--- config.mk ---
export PLATFORM = sky130hd
export DESIGN_NAME = fppr_port_ctrl
export DESIGN_NICKNAME = d
export VERILOG_FILES = /design/src/hw/fppr_pkg.sv /design/src/hw/fppr_port_ctrl.sv
export SDC_FILE = /design/constraint.sdc
export NUM_CORES = 1
export LEC_CHECK = 0
export ABC_CLOCK_PERIOD_IN_PS = 1200
export BUFFER_PORTS_ARGS = -buffer_cell sky130_fd_sc_hd__buf_2
export CORE_ASPECT_RATIO = 1.1
export CORE_MARGIN = 1
export CORE_UTILIZATION = 43
export DETAILED_ROUTE_END_ITERATION = 16
export MAX_ROUTING_LAYER = met4
export PLACE_DENSITY = 0.78
export SLEW_MARGIN = 40
export SYNTH_ARGS = -nofsm -noshare
export SYNTH_HDL_FRONTEND = slang
export SYNTH_SLANG_ARGS = --single-unit
--- constraint.sdc ---
create_clock -name clk_in -period 1.2 [get_ports clk_in]
set_input_delay 0.3 -clock clk_in [delete_from_list [all_inputs] [get_ports clk_in]]
set_output_delay 0.3 -clock clk_in [all_outputs]
set_load 0.05 [all_outputs]
--- src/hw/fppr_pkg.sv ---
// package: widths, byte layout, reset values and offset choices for the fifo port control
package fppr_pkg;
  localparam int unsigned DATA_W      = 36;
  localparam int unsigned BYTE_W      = 9;
  localparam int unsigned NUM_BYTES   = 4;
  localparam int unsigned RST_EDGES   = 4;
  localparam logic [2:0]  RST_CNT_MAX = 3'h4;
  localparam logic [1:0]  OFFSET_RST  = 2'h0;
  localparam logic        AF_RST      = 1'b1;
  localparam logic        MBF_RST     = 1'b1;
  localparam logic        EF_RST      = 1'b0;
  localparam logic        AE_RST      = 1'b0;
  localparam logic        FF_RST      = 1'b0;

  typedef struct packed {
    logic almost_full_flag;
    logic almost_empty_flag;
    logic empty_flag;
    logic full_flag;
    logic mailbox_a_to_b_flag;
    logic mailbox_b_to_a_flag;
  } fppr_flags_s;

  typedef enum logic [1:0] {
    FPPR_IN_RESET = 2'b00,
    FPPR_RUN      = 2'b01
  } fppr_state_e;
endpackage

--- src/hw/fppr_port_ctrl.sv ---
// port control: direction, output enables, parity generation and reset sequencing
// Functional notes
// - port a generates parity on b-to-a mailbox reads when enabled
// - port a bytes are 9 bits; parity goes in each byte msb
// - port b generates parity on all reads, fifo or mailbox, when enabled
// - port b bytes are 9 bits; parity replaces each byte msb
// - parity sense follows the current shared sense input
// - reset completes after four edges of each port clock while low
// - reset sets almost-full and mailbox flags high, others low
// - offset selects captured when reset releases, choose threshold offset
// - port a direction high means write, low means read
// - port a outputs float while port a direction is high
// - port b direction high means write, low means read
// - port b outputs float while port b direction is high
// - sense high gives odd parity, low gives even
// - port a mailbox select steers access to a mailbox
// - port a mailbox read with generation forces parity error high
`timescale 1ns/10ps
module fppr_port_ctrl #(
  parameter int unsigned DATA_W = fppr_pkg::DATA_W
) (
  input  wire logic              clk_in,                    // single clock, 25 mhz
  input  wire logic              reset_n_in,                // async reset, active low
  input  wire logic              port_a_clock_in,           // port a clock level, sampled
  input  wire logic              port_b_clock_in,           // port b clock level, sampled
  input  wire logic              port_a_gate_in,            // port a enable
  input  wire logic              port_b_gate_in,            // port b enable
  input  wire logic              port_a_direction_select_in,// 1 write, 0 read
  input  wire logic              port_b_direction_select_in,// 1 write, 0 read
  input  wire logic              port_a_mailbox_select_in,  // port a mailbox select
  input  wire logic              port_b_mailbox_select_in,  // port b mailbox select
  input  wire logic              port_a_parity_gen_in,      // port a parity generation
  input  wire logic              port_b_parity_gen_in,      // port b parity generation
  input  wire logic              parity_odd_in,             // 1 odd, 0 even
  input  wire logic              offset_select_hi_in,       // offset select high bit
  input  wire logic              offset_select_lo_in,       // offset select low bit
  input  wire logic [DATA_W-1:0] port_a_read_data_in,       // b-to-a mailbox word
  input  wire logic [DATA_W-1:0] port_b_fifo_data_in,       // fifo output word
  input  wire logic [DATA_W-1:0] port_b_mail_data_in,       // a-to-b mailbox word
  input  wire logic [DATA_W-1:0] port_a_data_bus_in,        // port a pins in
  input  wire logic              parity_error_a_raw_in,     // checker result, 1 ok
  input  wire fppr_pkg::fppr_flags_s flags_in,              // run-time flags
  output logic      [DATA_W-1:0] port_a_data_bus_out,       // port a pins out
  output logic                   port_a_data_bus_oe_out,    // port a drive enable
  output logic      [DATA_W-1:0] port_b_data_bus_out,       // port b pins out
  output logic                   port_b_data_bus_oe_out,    // port b drive enable
  output logic                   port_a_write_out,          // port a write taken
  output logic                   port_a_read_out,           // port a read taken
  output logic                   port_a_mailbox_out,        // port a access is mailbox
  output logic                   port_b_write_out,          // port b write taken
  output logic                   port_b_read_out,           // port b read taken
  output logic                   port_a_parity_error_out,   // port a parity flag
  output logic      [1:0]        offset_sel_out,            // latched offset choice
  output logic                   reset_done_out,            // reset sequence complete
  output fppr_pkg::fppr_flags_s  flags_out                  // flags presented at pins
);

  ////////////////////////////////////////////////////////////////////////////
  // parity helper
  function automatic logic [DATA_W-1:0] gen_parity(input logic [DATA_W-1:0] d,
                                                    input logic odd);
    logic [DATA_W-1:0] r;
    r = d;
    for (int i = 0; i < fppr_pkg::NUM_BYTES; i++) begin
      // parity bit makes the byte's ones count odd when odd is set
      r[i*fppr_pkg::BYTE_W+fppr_pkg::BYTE_W-1] =
        ^d[i*fppr_pkg::BYTE_W +: fppr_pkg::BYTE_W-1] ^ odd;
    end
    return r;
  endfunction

  ////////////////////////////////////////////////////////////////////////////
  // edge detect and reset edge counters on sampled port clocks
  // no async reset here: it would pin the counters at zero for exactly the
  // span in which they must count; any edge with reset high clears them, so
  // the very first reset needs one such edge ahead of it
  logic       a_clk_q_reg, a_clk_q_next;
  logic       b_clk_q_reg, b_clk_q_next;
  logic       a_rise, b_rise;
  logic [2:0] a_cnt_reg, a_cnt_next;
  logic [2:0] b_cnt_reg, b_cnt_next;
  assign a_rise = port_a_clock_in & ~a_clk_q_reg;
  assign b_rise = port_b_clock_in & ~b_clk_q_reg;

  always_comb begin
    a_clk_q_next = port_a_clock_in;
    b_clk_q_next = port_b_clock_in;
    a_cnt_next   = 3'h0;
    b_cnt_next   = 3'h0;
    if (!reset_n_in) begin
      a_cnt_next = a_cnt_reg;
      b_cnt_next = b_cnt_reg;
      // saturate so a long reset never wraps back below the limit
      if (a_rise && a_cnt_reg != fppr_pkg::RST_CNT_MAX) begin
        a_cnt_next = a_cnt_reg + 3'h1;
      end
      if (b_rise && b_cnt_reg != fppr_pkg::RST_CNT_MAX) begin
        b_cnt_next = b_cnt_reg + 3'h1;
      end
    end
  end

  always_ff @(posedge clk_in) begin
    a_clk_q_reg <= a_clk_q_next;
    b_clk_q_reg <= b_clk_q_next;
    a_cnt_reg   <= a_cnt_next;
    b_cnt_reg   <= b_cnt_next;
  end

  ////////////////////////////////////////////////////////////////////////////
  // reset sequence: the first edge after release stands in for the release
  // edge itself; it latches the offset and judges the counts kept from reset
  logic       rst_seen_reg, rst_seen_next;
  logic [1:0] offset_reg, offset_next;
  fppr_pkg::fppr_state_e state_reg, state_next;

  always_comb begin
    rst_seen_next = rst_seen_reg;
    offset_next   = offset_reg;
    state_next    = state_reg;
    case (state_reg)
      fppr_pkg::FPPR_IN_RESET: begin
        if (!rst_seen_reg) begin
          rst_seen_next = 1'b1;
          offset_next   = {offset_select_hi_in, offset_select_lo_in};
          // too short a reset parks the block here until the next one
          if (a_cnt_reg == fppr_pkg::RST_CNT_MAX && b_cnt_reg == fppr_pkg::RST_CNT_MAX) begin
            state_next = fppr_pkg::FPPR_RUN;
          end
        end
      end
      fppr_pkg::FPPR_RUN: begin
        state_next = fppr_pkg::FPPR_RUN;
      end
      default: begin
        state_next = fppr_pkg::FPPR_IN_RESET;
      end
    endcase
  end

  always_ff @(posedge clk_in or negedge reset_n_in) begin
    if (!reset_n_in) begin
      rst_seen_reg <= 1'b0;
      offset_reg   <= fppr_pkg::OFFSET_RST;
      state_reg    <= fppr_pkg::FPPR_IN_RESET;
    end else begin
      rst_seen_reg <= rst_seen_next;
      offset_reg   <= offset_next;
      state_reg    <= state_next;
    end
  end

  ////////////////////////////////////////////////////////////////////////////
  // port datapath and strobes
  logic              run;
  logic [DATA_W-1:0] a_dout_next, b_dout_next, b_src;
  logic              a_oe_next, b_oe_next;
  logic              a_wr_next, a_rd_next, a_mb_next, b_wr_next, b_rd_next;
  logic              port_a_parity_error_next;
  fppr_pkg::fppr_flags_s flags_next;

  assign run = (state_reg == fppr_pkg::FPPR_RUN);

  always_comb begin
    // transfers only on a gated edge once the reset sequence is done
    a_wr_next = run & a_rise & port_a_gate_in & port_a_direction_select_in;
    a_rd_next = run & a_rise & port_a_gate_in & ~port_a_direction_select_in;
    a_mb_next = port_a_mailbox_select_in;
    b_wr_next = run & b_rise & port_b_gate_in & port_b_direction_select_in;
    b_rd_next = run & b_rise & port_b_gate_in & ~port_b_direction_select_in;
    a_oe_next = ~port_a_direction_select_in;
    b_oe_next = ~port_b_direction_select_in;
    b_src = port_b_mailbox_select_in ? port_b_mail_data_in : port_b_fifo_data_in;
    // port a only drives mailbox data; generation applies to mailbox reads only
    if (port_a_parity_gen_in && port_a_mailbox_select_in) begin
      a_dout_next = gen_parity(port_a_read_data_in, parity_odd_in);
    end else begin
      a_dout_next = port_a_read_data_in;
    end
    if (port_b_parity_gen_in) begin
      b_dout_next = gen_parity(b_src, parity_odd_in);
    end else begin
      b_dout_next = b_src;
    end
    // shared parity tree is busy generating, so the checker reads as clean
    if (port_a_gate_in && !port_a_direction_select_in && port_a_mailbox_select_in &&
        port_a_parity_gen_in) begin
      port_a_parity_error_next = 1'b1;
    end else begin
      port_a_parity_error_next = parity_error_a_raw_in;
    end
    if (run) begin
      flags_next = flags_in;
    end else begin
      flags_next = '{almost_full_flag:    fppr_pkg::AF_RST,
                     almost_empty_flag:   fppr_pkg::AE_RST,
                     empty_flag:          fppr_pkg::EF_RST,
                     full_flag:           fppr_pkg::FF_RST,
                     mailbox_a_to_b_flag: fppr_pkg::MBF_RST,
                     mailbox_b_to_a_flag: fppr_pkg::MBF_RST};
    end
  end

  always_ff @(posedge clk_in or negedge reset_n_in) begin
    if (!reset_n_in) begin
      port_a_data_bus_out     <= '0;
      port_a_data_bus_oe_out  <= 1'b0;
      port_b_data_bus_out     <= '0;
      port_b_data_bus_oe_out  <= 1'b0;
      port_a_write_out        <= 1'b0;
      port_a_read_out         <= 1'b0;
      port_a_mailbox_out      <= 1'b0;
      port_b_write_out        <= 1'b0;
      port_b_read_out         <= 1'b0;
      port_a_parity_error_out <= 1'b1;
      offset_sel_out          <= fppr_pkg::OFFSET_RST;
      reset_done_out          <= 1'b0;
      flags_out               <= '{almost_full_flag:    fppr_pkg::AF_RST,
                                   almost_empty_flag:   fppr_pkg::AE_RST,
                                   empty_flag:          fppr_pkg::EF_RST,
                                   full_flag:           fppr_pkg::FF_RST,
                                   mailbox_a_to_b_flag: fppr_pkg::MBF_RST,
                                   mailbox_b_to_a_flag: fppr_pkg::MBF_RST};
    end else begin
      port_a_data_bus_out     <= a_dout_next;
      port_a_data_bus_oe_out  <= a_oe_next;
      port_b_data_bus_out     <= b_dout_next;
      port_b_data_bus_oe_out  <= b_oe_next;
      port_a_write_out        <= a_wr_next;
      port_a_read_out         <= a_rd_next;
      port_a_mailbox_out      <= a_mb_next;
      port_b_write_out        <= b_wr_next;
      port_b_read_out         <= b_rd_next;
      port_a_parity_error_out <= port_a_parity_error_next;
      offset_sel_out          <= offset_next;
      reset_done_out          <= run;
      flags_out               <= flags_next;
    end
  end

  ////////////////////////////////////////////////////////////////////////////
  // checks
  property p_a_float;
    @(posedge clk_in) disable iff (!reset_n_in)
      port_a_direction_select_in |=> !port_a_data_bus_oe_out;
  endproperty
  a_a_float: assert property (p_a_float) else $error("port a drives while writing");

  property p_b_float;
    @(posedge clk_in) disable iff (!reset_n_in)
      port_b_direction_select_in |=> !port_b_data_bus_oe_out;
  endproperty
  a_b_float: assert property (p_b_float) else $error("port b drives while writing");

  property p_port_a_parity_error_forced;
    @(posedge clk_in) disable iff (!reset_n_in)
      (port_a_gate_in && !port_a_direction_select_in && port_a_mailbox_select_in &&
       port_a_parity_gen_in) |=> port_a_parity_error_out;
  endproperty
  a_port_a_parity_error_forced: assert property (p_port_a_parity_error_forced) else $error("parity flag not forced");

  property p_b_parity;
    @(posedge clk_in) disable iff (!reset_n_in)
      port_b_parity_gen_in |=> ((^port_b_data_bus_out[8:0]) == $past(parity_odd_in));
  endproperty
  a_b_parity: assert property (p_b_parity) else $error("port b byte parity wrong");

  property p_b_pass;
    @(posedge clk_in) disable iff (!reset_n_in)
      (!port_b_parity_gen_in && !port_b_mailbox_select_in) |=>
        port_b_data_bus_out == $past(port_b_fifo_data_in);
  endproperty
  a_b_pass: assert property (p_b_pass) else $error("port b data modified");

  property p_no_xfer_in_reset;
    @(posedge clk_in) disable iff (!reset_n_in)
      !run |=> !(port_a_write_out || port_a_read_out || port_b_write_out || port_b_read_out);
  endproperty
  a_no_xfer_in_reset: assert property (p_no_xfer_in_reset) else $error("transfer in reset");

  property p_rst_flags;
    @(posedge clk_in) disable iff (!reset_n_in)
      !run |=> (flags_out.almost_full_flag && !flags_out.empty_flag && !flags_out.full_flag);
  endproperty
  a_rst_flags: assert property (p_rst_flags) else $error("reset flag values wrong");

  property p_offset_hold;
    @(posedge clk_in) disable iff (!reset_n_in)
      rst_seen_reg |=> $stable(offset_reg);
  endproperty
  a_offset_hold: assert property (p_offset_hold) else $error("offset changed after latch");

  property p_reset_parked;
    @(posedge clk_in) disable iff (!reset_n_in)
      (!run && rst_seen_reg) |=> !run;
  endproperty
  a_reset_parked: assert property (p_reset_parked) else $error("left reset without edges");

  property p_a_write;
    @(posedge clk_in) disable iff (!reset_n_in)
      (run && a_rise && port_a_gate_in && port_a_direction_select_in) |=>
        (port_a_write_out && !port_a_read_out);
  endproperty
  a_a_write: assert property (p_a_write) else $error("port a write not taken");

endmodule

== Word level (Yosys, flattened, before mapping) ==
Cells that the tools add are included.
Storage, ports and cells
  flip-flop bits (word level): 100
  bits of input ports: 166
  output and inout bits: 89
  word-level logic and storage cells: 83
Operators by class
  $add $sub $neg: 2
  eq/ne operators: 7
  mux-type cells: 8
  bitwise operators: 23
  reductions and logical operators: 19
Operators by type and width (number)
  $mux 36: 3
  $reduce_xor 8->1: 8
  $and 1x1->1: 10
  $xor 1x1->1: 8
  $logic_and 1x1->1: 7
  $add 3x1->3 const B: 2
  $eq 3x3->1 const B: 2
  $mux 6: 1
  $ne 3x3->1 const B: 2
  $not 1->1: 5
  $mux 2: 2
  $ne 2x2->1 const B: 2
  $pmux 2 s2: 1
  $reduce_and 2->1: 2
  $eq 2x1->1 const B: 1
  $logic_not 2->1: 1
  $logic_not 1->1: 1
  $mux 1: 1

== Longest topological paths before layout ==
Gate-level depths: netlist of run 1.
  word-level depth: 5
  gate-level depth with buffers: 7
  gate-level depth less buffers: 6

== Worst setup path before layout of run 1 ==
No wires, ideal clock.
  kind: input to register
  from: in port_b_mailbox_select_in
  to: reg port_b_data_bus_out[17]
  setup time: 104 ps
  arrival time: 1523 ps
  required time: 1096 ps
  setup slack: -427 ps
  stages: 7
  path buffers: 2
  cells stage by stage: buf_6 buf_12 mux2_2 xnor3_1 nand2_1 nor2_1 a221oi_1
On the way
  longest elaborated chain between the ends: 4
RTL lines
  start: declaration: RTL line fppr_port_ctrl.sv:31  | input wire logic port_b_mailbox_select_in,
  $mux 36 *: RTL line fppr_port_ctrl.sv:173  | b_src = port_b_mailbox_select_in ? port_b_mail_data_in : port_b_fifo_data_in;
  $reduce_xor 8->1: RTL line fppr_port_ctrl.sv:67  | ^d[i*fppr_pkg::BYTE_W +: fppr_pkg::BYTE_W-1] ^ odd;
  $xor 1x1->1: RTL line fppr_port_ctrl.sv:67
  $mux 36 *: RTL line fppr_port_ctrl.sv:180  | if (port_b_parity_gen_in) begin
  via b_dout_next[17]: RTL line fppr_port_ctrl.sv:156  | logic [DATA_W-1:0] a_dout_next, b_dout_next, b_src;
  end signal: assignment: RTL line fppr_port_ctrl.sv:227  | port_b_data_bus_out <= b_dout_next;
  end: declaration: RTL line fppr_port_ctrl.sv:45  | output logic [DATA_W-1:0] port_b_data_bus_out,
Mark *: on every way through the listed nets, which the timed path passes. The rest lies on a longest branch.
A chain may end at the register's enable or synchronous reset.

== Worst setup path in the final report of run 1 ==
  from: reg flags_out[1] (netlist name)
  to: out flags_out[1] (netlist name)
RTL lines
  start: declaration: RTL line fppr_port_ctrl.sv:55  | output fppr_pkg::fppr_flags_s flags_out
  start signal: assignment: RTL line fppr_port_ctrl.sv:218  | flags_out <= '{almost_full_flag: fppr_pkg::AF_RST,
  start signal: assignment: RTL line fppr_port_ctrl.sv:237  | flags_out <= flags_next;
No word-level cell between the ends.

==> results.sh, run 1 <==
export IMPL_layout_nets=697
export IMPL_final_max_slew_violation_count=0
export IMPL_fin_ws_ns=-0.152
export IMPL_power_frac_clock_pct=24.6
export IMPL_fin_util_pct=67.9
export IMPL_ys_ff_latch=99
export IMPL_cp_max_fo=1
export IMPL_die_w_um=95.4
export IMPL_rows=37
export IMPL_cts_tree="done"
export IMPL_mostFrequentLayoutCells="buf_2 (127), dfrtp_1 (87), buf_6 (86)"
export IMPL_multi_input_area_um2=1670
export IMPL_setup_viol_count_final=75
export IMPL_reg_largest_list="port_a_data_bus_out x36, port_b_data_bus_out x36, flags_out x6"
export IMPL_portBuffers=218
export IMPL_n_fill_cell=674
export IMPL_maxCapViolCount=0
export IMPL_place_hpwl_um=7480
export IMPL_switchingPower_mw=2.71
export IMPL_worstHoldStart="port_a_clock_in"
export IMPL_yosys_warnings=0
export IMPL_max_stage_delay_ns=0.55
export IMPL_die_area_um2=9990
export IMPL_vias=3030
export IMPL_syn_inst=287
export IMPL_first_global_vias=3370
export IMPL_route_detailed_wl_per_inst_um=15.2
export IMPL_final_hold_viol_count=0
export IMPL_drt_iter0_drc=66
export IMPL_irDropWorstVdd_uv=725
export IMPL_numCtsBuffers=9
export IMPL_post_route_min_period_ns=1.35
export IMPL_area_growth_pct=53.9
export IMPL_min_path_cells=1
export IMPL_r2r_end="b_cnt_reg[0]"
export IMPL_syn_area_um2=4120
export IMPL_firstDrtPassIters=4
export IMPL_postSynthAreaPerCell_um2=14.4
export IMPL_layout_drive_gt1_share_pct=57.5
export IMPL_clock_root_buffer="clkbuf_8"
export IMPL_crit_required_ns=0.90
export IMPL_antenna_cells=0
export IMPL_worst_pin_slew_ns=0.329
export IMPL_p_comb_share_pct=30.7
export IMPL_setup_worst_path_class="register to primary output"
export IMPL_stdcell_area_um2=6350
export IMPL_synth_cell_type_count=28
export IMPL_drc=0
export IMPL_initial_utilization_pct=44.1
export IMPL_clockBufferDepth=2
export IMPL_reg2reg_slack_ns=0.09
export IMPL_rr_worst_depth=6
export IMPL_syn_num_nets=457
export IMPL_hp_class="input port to register"
export IMPL_min_to="a_clk_q_reg"
export IMPL_insertion_delay_ns=0.37
export IMPL_regArea_um2=2440
export IMPL_slew_headroom_pct=78.0
export IMPL_seqPwrFrac_pct=44.7
export IMPL_antenna_left=0
export IMPL_grt_pass1_wl_um=15600
export IMPL_track_usage_pct=21.5
export IMPL_fp_coreArea_um2=9350
export IMPL_crit_path_start_kind="register"
export IMPL_cts_sinks=99
export IMPL_max_clock_freq_ghz=0.740
export IMPL_whs_ns=0.0376
export IMPL_viasPerCell=4.67
export IMPL_ios=255
export IMPL_gp_congestion=0.871
export IMPL_setup_tns_ns=-1.69
export IMPL_antenna_found_initial=0
export IMPL_finClkSkew_ns=0.00641
export IMPL_cp_end_kind="primary output"
export IMPL_rsz0062_at_grt="true"
export IMPL_p_leak_nw=3.12
export IMPL_totalPowerFinal_mw=8.17
export IMPL_worst_path_buf_inv=1
export IMPL_wirelength_um=9890
export IMPL_overflow=0
export IMPL_cp_arrival_ns=1.05
export IMPL_crit_chain="buf_8"
export IMPL_crit_reg2reg_launch="b_cnt_reg[0]"
export IMPL_status="complete, but fails checks"
export IMPL_cp_top_family="flip-flops"
export IMPL_power_internal_mw=5.46
export IMPL_swShare_pct=33.2
export IMPL_crit_slowest_cell="dfstp_2"
export IMPL_place_area_um2=5490
export IMPL_layout_commonest_cell="buf_2"
export IMPL_synth_seq_area_share_pct=59.2
export IMPL_violations="negative setup slack"
export IMPL_min_period_over_period_pct=113
export IMPL_clkSlewWorstSetupHoldPaths_ns=0.10
export IMPL_die_height_um=105
export IMPL_h_tree_depth=3
export IMPL_grt_max_degree=39
export IMPL_powerDensity_nw_per_um2=1290
==> Yosys cell counts <==
cell | instances | area [um^2]
a21oi_1 | 2 | 10.0
a221oi_1 | 4 | 35.0
a41o_1 | 1 | 10.0
and2_1 | 3 | 18.8
buf_12 | 2 | 40.0
buf_2 | 2 | 10.0
buf_6 | 1 | 11.3
clkbuf_1 | 1 | 3.75
clkbuf_2 | 1 | 5.00
dfrtp_1 | 87 | 2180
dfstp_2 | 4 | 105
dfxtp_1 | 8 | 160
ha_1 | 4 | 50.1
inv_1 | 8 | 30.0
mux2_2 | 29 | 327
mux2_4 | 5 | 75.1
mux2i_1 | 8 | 80.1
mux2i_4 | 4 | 90.1
nand2_1 | 15 | 56.3
nand2b_1 | 4 | 25.0
nand3_1 | 6 | 30.0
nor2_1 | 17 | 63.8
nor2b_1 | 2 | 12.5
o21ai_0 | 4 | 20.0
o31ai_1 | 1 | 7.51
xnor2_1 | 34 | 298
xnor3_1 | 8 | 180
xor2_1 | 22 | 193
==> power by group through the flow <==
stage	logic, mW	clock network, mW	registers, mW
2_1_floorplan	0.753	0	4.41
3_3_place_gp	2.15	0	3.66
3_5_place_dp	2.19	0	3.67
4_1_cts	2.49	2.06	3.66
5_1_grt	2.65	2.20	3.67
6_report	2.50	2.01	3.65
==> cell type report <==
cell class	instances	share of cell area, %
repair buffers	236	29.6
flip-flops and latches	99	38.5
clock buffers	11	2.07
multi-input cells	173	26.3
inverters	8	0.473
clock inverters	5	0.729
well taps	117	2.31
==> worst max path at each step <==
stage	from	endpoint	slack [ns]	cells past startpoint
5_1_grt	flags_out[1]	flags_out[1]	-0.20	1
3_5_place_dp	port_b_mailbox_select_in	port_b_data_bus_out[26]	-0.59	6
3_3_place_gp	port_b_mailbox_select_in	port_b_data_bus_out[17]	-0.54	6
6_report	flags_out[1]	flags_out[1]	-0.15	1
4_1_cts	port_b_mailbox_select_in	port_b_data_bus_out[26]	-0.18	6
2_1_floorplan	port_b_mailbox_select_in	port_b_data_bus_out[35]	-0.40	6
==> per-stage QoR <==
step | worst slack, ns | instances
after CTS | -0.183 | 649
after global routing | -0.199 | 649
after detailed placement | -0.587 | 630
final | -0.152 | 649
after global placement | -0.539 | 630
after floorplan | -0.403 | 287
==> what timing repair did <==
item / in CTS / in global routing
setup endpoints to repair: 93 / 98
hold buffers: 1 / 0
hold endpoints to repair: 7 / 0
setup buffers: 2 / 0
resized for setup: 190 / 12
pin swaps: 5 / 7
==> layer usage <==
metal / track usage [%] / share of wire [%] / up-vias
met2: 36.1 / 53 / 128
li1: - / - / 1425
met1: 24.2 / 39 / 1453
met3: 3.78 / 5.0 / 24
met4: 11.0 / 3.3 / 0
met5: - / 0 / -
==> cells by family after synthesis <==
family / count (synthesis) / share of synthesized area, %
AOI/OAI and AO/OA: 12 / 2.00
DFF: 99 / 59.2
adders and majority gates: 4 / 1.21
and+or+nand+nor: 47 / 5.01
muxes: 46 / 13.9
buffers and inverters: 15 / 2.43
xor gates and xnor gates: 64 / 16.3
(Power assumes the default switching activity.)
==> run 2, diff against run 1 <==
--- a/config.mk
+++ b/config.mk
@@ -5,7 +5,7 @@
 export SDC_FILE = /design/constraint.sdc
 export NUM_CORES = 1
 export LEC_CHECK = 0
-export ABC_CLOCK_PERIOD_IN_PS = 1200
+export ABC_CLOCK_PERIOD_IN_PS = 1520
 export BUFFER_PORTS_ARGS = -buffer_cell sky130_fd_sc_hd__buf_2
 export CORE_ASPECT_RATIO = 1.1
 export CORE_MARGIN = 1
==> constraint.sdc (replaced) <==
create_clock -name clk_in -period 1.52 [get_ports clk_in]
set_input_delay 0.38 -clock clk_in [delete_from_list [all_inputs] [get_ports clk_in]]
set_output_delay 0.38 -clock clk_in [all_outputs]
set_load 0.05 [all_outputs]
==> results.sh, run 2 (synthesis results as in run 1) <==
export IMPL_setup_viol_count_final=1
export IMPL_area_growth_pct=40.8
export IMPL_cp_end_kind="register"
export IMPL_cp_arrival_ns=1.80
export IMPL_grt_max_degree=25
export IMPL_setup_worst_path_class="input port to register"
export IMPL_place_hpwl_um=7690
export IMPL_hp_class="input port to register"
export IMPL_drc=0
export IMPL_worstSetupEndpoint="port_b_data_bus_out[17]"
export IMPL_reg2reg_slack_ns=0.32
export IMPL_power_internal_mw=4.30
export IMPL_gp_congestion=0.800
export IMPL_antenna_left=0
export IMPL_maxCapViolCount=0
export IMPL_p_comb_share_pct=28.0
export IMPL_firstDrtPassIters=4
export IMPL_overflow=0
export IMPL_n_fill_cell=734
export IMPL_cp_max_fo=6
export IMPL_rsz0062_at_grt="true"
export IMPL_startpoint="port_b_mailbox_select_in"
export IMPL_die_area_um2=9990
export IMPL_cts_sinks=99
export IMPL_vias=3055
export IMPL_fin_ws_ns=-0.0121
export IMPL_mostFrequentLayoutCells="buf_2 (212), dfrtp_1 (87), xnor2_1 (33)"
export IMPL_fin_util_pct=62.1
export IMPL_crit_path_start_kind="input port"
export IMPL_initial_utilization_pct=44.1
export IMPL_totalPowerFinal_mw=6.39
export IMPL_worst_pin_slew_ns=0.322
export IMPL_violations="negative setup slack"
export IMPL_cts_tree="done"
export IMPL_crit_required_ns=1.79
export IMPL_h_tree_depth=3
export IMPL_clock_root_buffer="clkbuf_8"
export IMPL_route_detailed_wl_per_inst_um=15.2
export IMPL_die_w_um=95.4
export IMPL_first_global_vias=3199
export IMPL_layout_commonest_cell="buf_2"
export IMPL_power_frac_clock_pct=27.6
export IMPL_dpl_worst_slack_ns=-0.434
export IMPL_numCtsBuffers=9
export IMPL_place_area_um2=5420
export IMPL_irDropWorstVdd_uv=542
export IMPL_stdcell_area_um2=5810
export IMPL_layout_nets=704
export IMPL_final_max_slew_violation_count=0
export IMPL_grt_pass1_wl_um=14900
export IMPL_track_usage_pct=20.5
export IMPL_portBuffers=218
export IMPL_max_clock_freq_ghz=0.653
export IMPL_wirelength_um=9950
export IMPL_insertion_delay_ns=0.37
export IMPL_final_hold_viol_count=0
export IMPL_swShare_pct=32.8
export IMPL_clkSlewWorstSetupHoldPaths_ns=0.11
export IMPL_min_path_cells=1
export IMPL_rows=37
export IMPL_die_height_um=105
export IMPL_p_leak_nw=2.97
export IMPL_switchingPower_mw=2.10
export IMPL_finClkSkew_ns=0.00959
export IMPL_drt_iter0_drc=101
export IMPL_setup_tns_ns=-0.0121
export IMPL_reg_largest_list="port_a_data_bus_out x36, port_b_data_bus_out x36, flags_out x6"
export IMPL_viasPerCell=4.66
export IMPL_antenna_found_initial=0
export IMPL_status="complete, but fails checks"
export IMPL_min_period_over_period_pct=101
export IMPL_r2r_end="a_cnt_reg[0]"
export IMPL_post_route_min_period_ns=1.53
export IMPL_layout_drive_gt1_share_pct=56.6
export IMPL_slew_headroom_pct=78.5
export IMPL_clockBufferDepth=2
export IMPL_seqPwrFrac_pct=44.5
export IMPL_antenna_cells=0
export IMPL_powerDensity_nw_per_um2=1100
export IMPL_crit_reg2reg_launch="a_cnt_reg[0]"
export IMPL_fp_coreArea_um2=9350
export IMPL_ios=255
export IMPL_rr_worst_depth=6
run 2: critical path, cell delays in order:
cell and delay, ns:
buf_12 0.11, buf_12 0.13, mux2_4 0.31, xnor2_2 0.15, xnor3_2 0.47, a221oi_2 0.25
run 2: per-stage QoR:
step	std cells	hold WS, ns
after global placement	628	0.250
after detailed placement	628	0.253
final	656	0.118
after CTS	645	0.105
after floorplan	287	0.0844
after global routing	656	0.0982
run 2: cell type report:
type	count	area, um^2	share of cell area, %
Clock buffer	10	138	2.37
Clock inverter	6	70.1	1.21
Inverter	8	30.0	0.517
Multi-Input combinational cell	173	1620	28.0
Sequential cell	99	2440	42.1
Tap cell	117	146	2.52
Timing Repair Buffer	243	1360	23.3
run 2: worst min path at each step:
| stage | start | end | slack [ns] |
|---|---|---|---|
| final | port_a_clock_in | a_clk_q_reg | 0.12 |
| after global routing | port_a_clock_in | a_clk_q_reg | 0.1 |
| after CTS | port_a_clock_in | a_clk_q_reg | 0.10 |
| after detailed placement | reset_n_in | port_b_data_bus_out[11] | 0.25 |
| after global placement | reset_n_in | port_b_data_bus_out[11] | 0.25 |
| after floorplan | reset_n_in | flags_out[2] | 0.08 |
run 2: power groups by stage:
stage | clock network, mW | registers [mW] | logic [mW]
after detailed placement | 0 | 2.89 | 1.73
final | 1.76 | 2.84 | 1.79
after CTS | 1.81 | 2.84 | 1.74
after global routing | 1.93 | 2.86 | 1.90
after global placement | 0 | 2.89 | 1.69
after floorplan | 0 | 3.48 | 0.587
run 2: repair_timing:
action / CTS / global route
pin swaps: 0 / 4
hold buffers: 1 / 0
setup buffers: 0 / 10
hold endpoints to repair: 7 / 0
gates resized for setup: 5 / 10
endpoints found under the setup margin: 6 / 4
cloned: 0 / 1
run 2: per-layer routing:
layer / share of wire, % / GRT usage, % / wire length (um) / vias up
li1: - / - / - / 1436
met1: 39 / 22.6 / 3870 / 1468
met2: 53 / 34.5 / 5270 / 128
met3: 5.1 / 3.71 / 506 / 23
met4: 3.1 / 11.2 / 308 / 0
met5: 0 / - / 0 / -
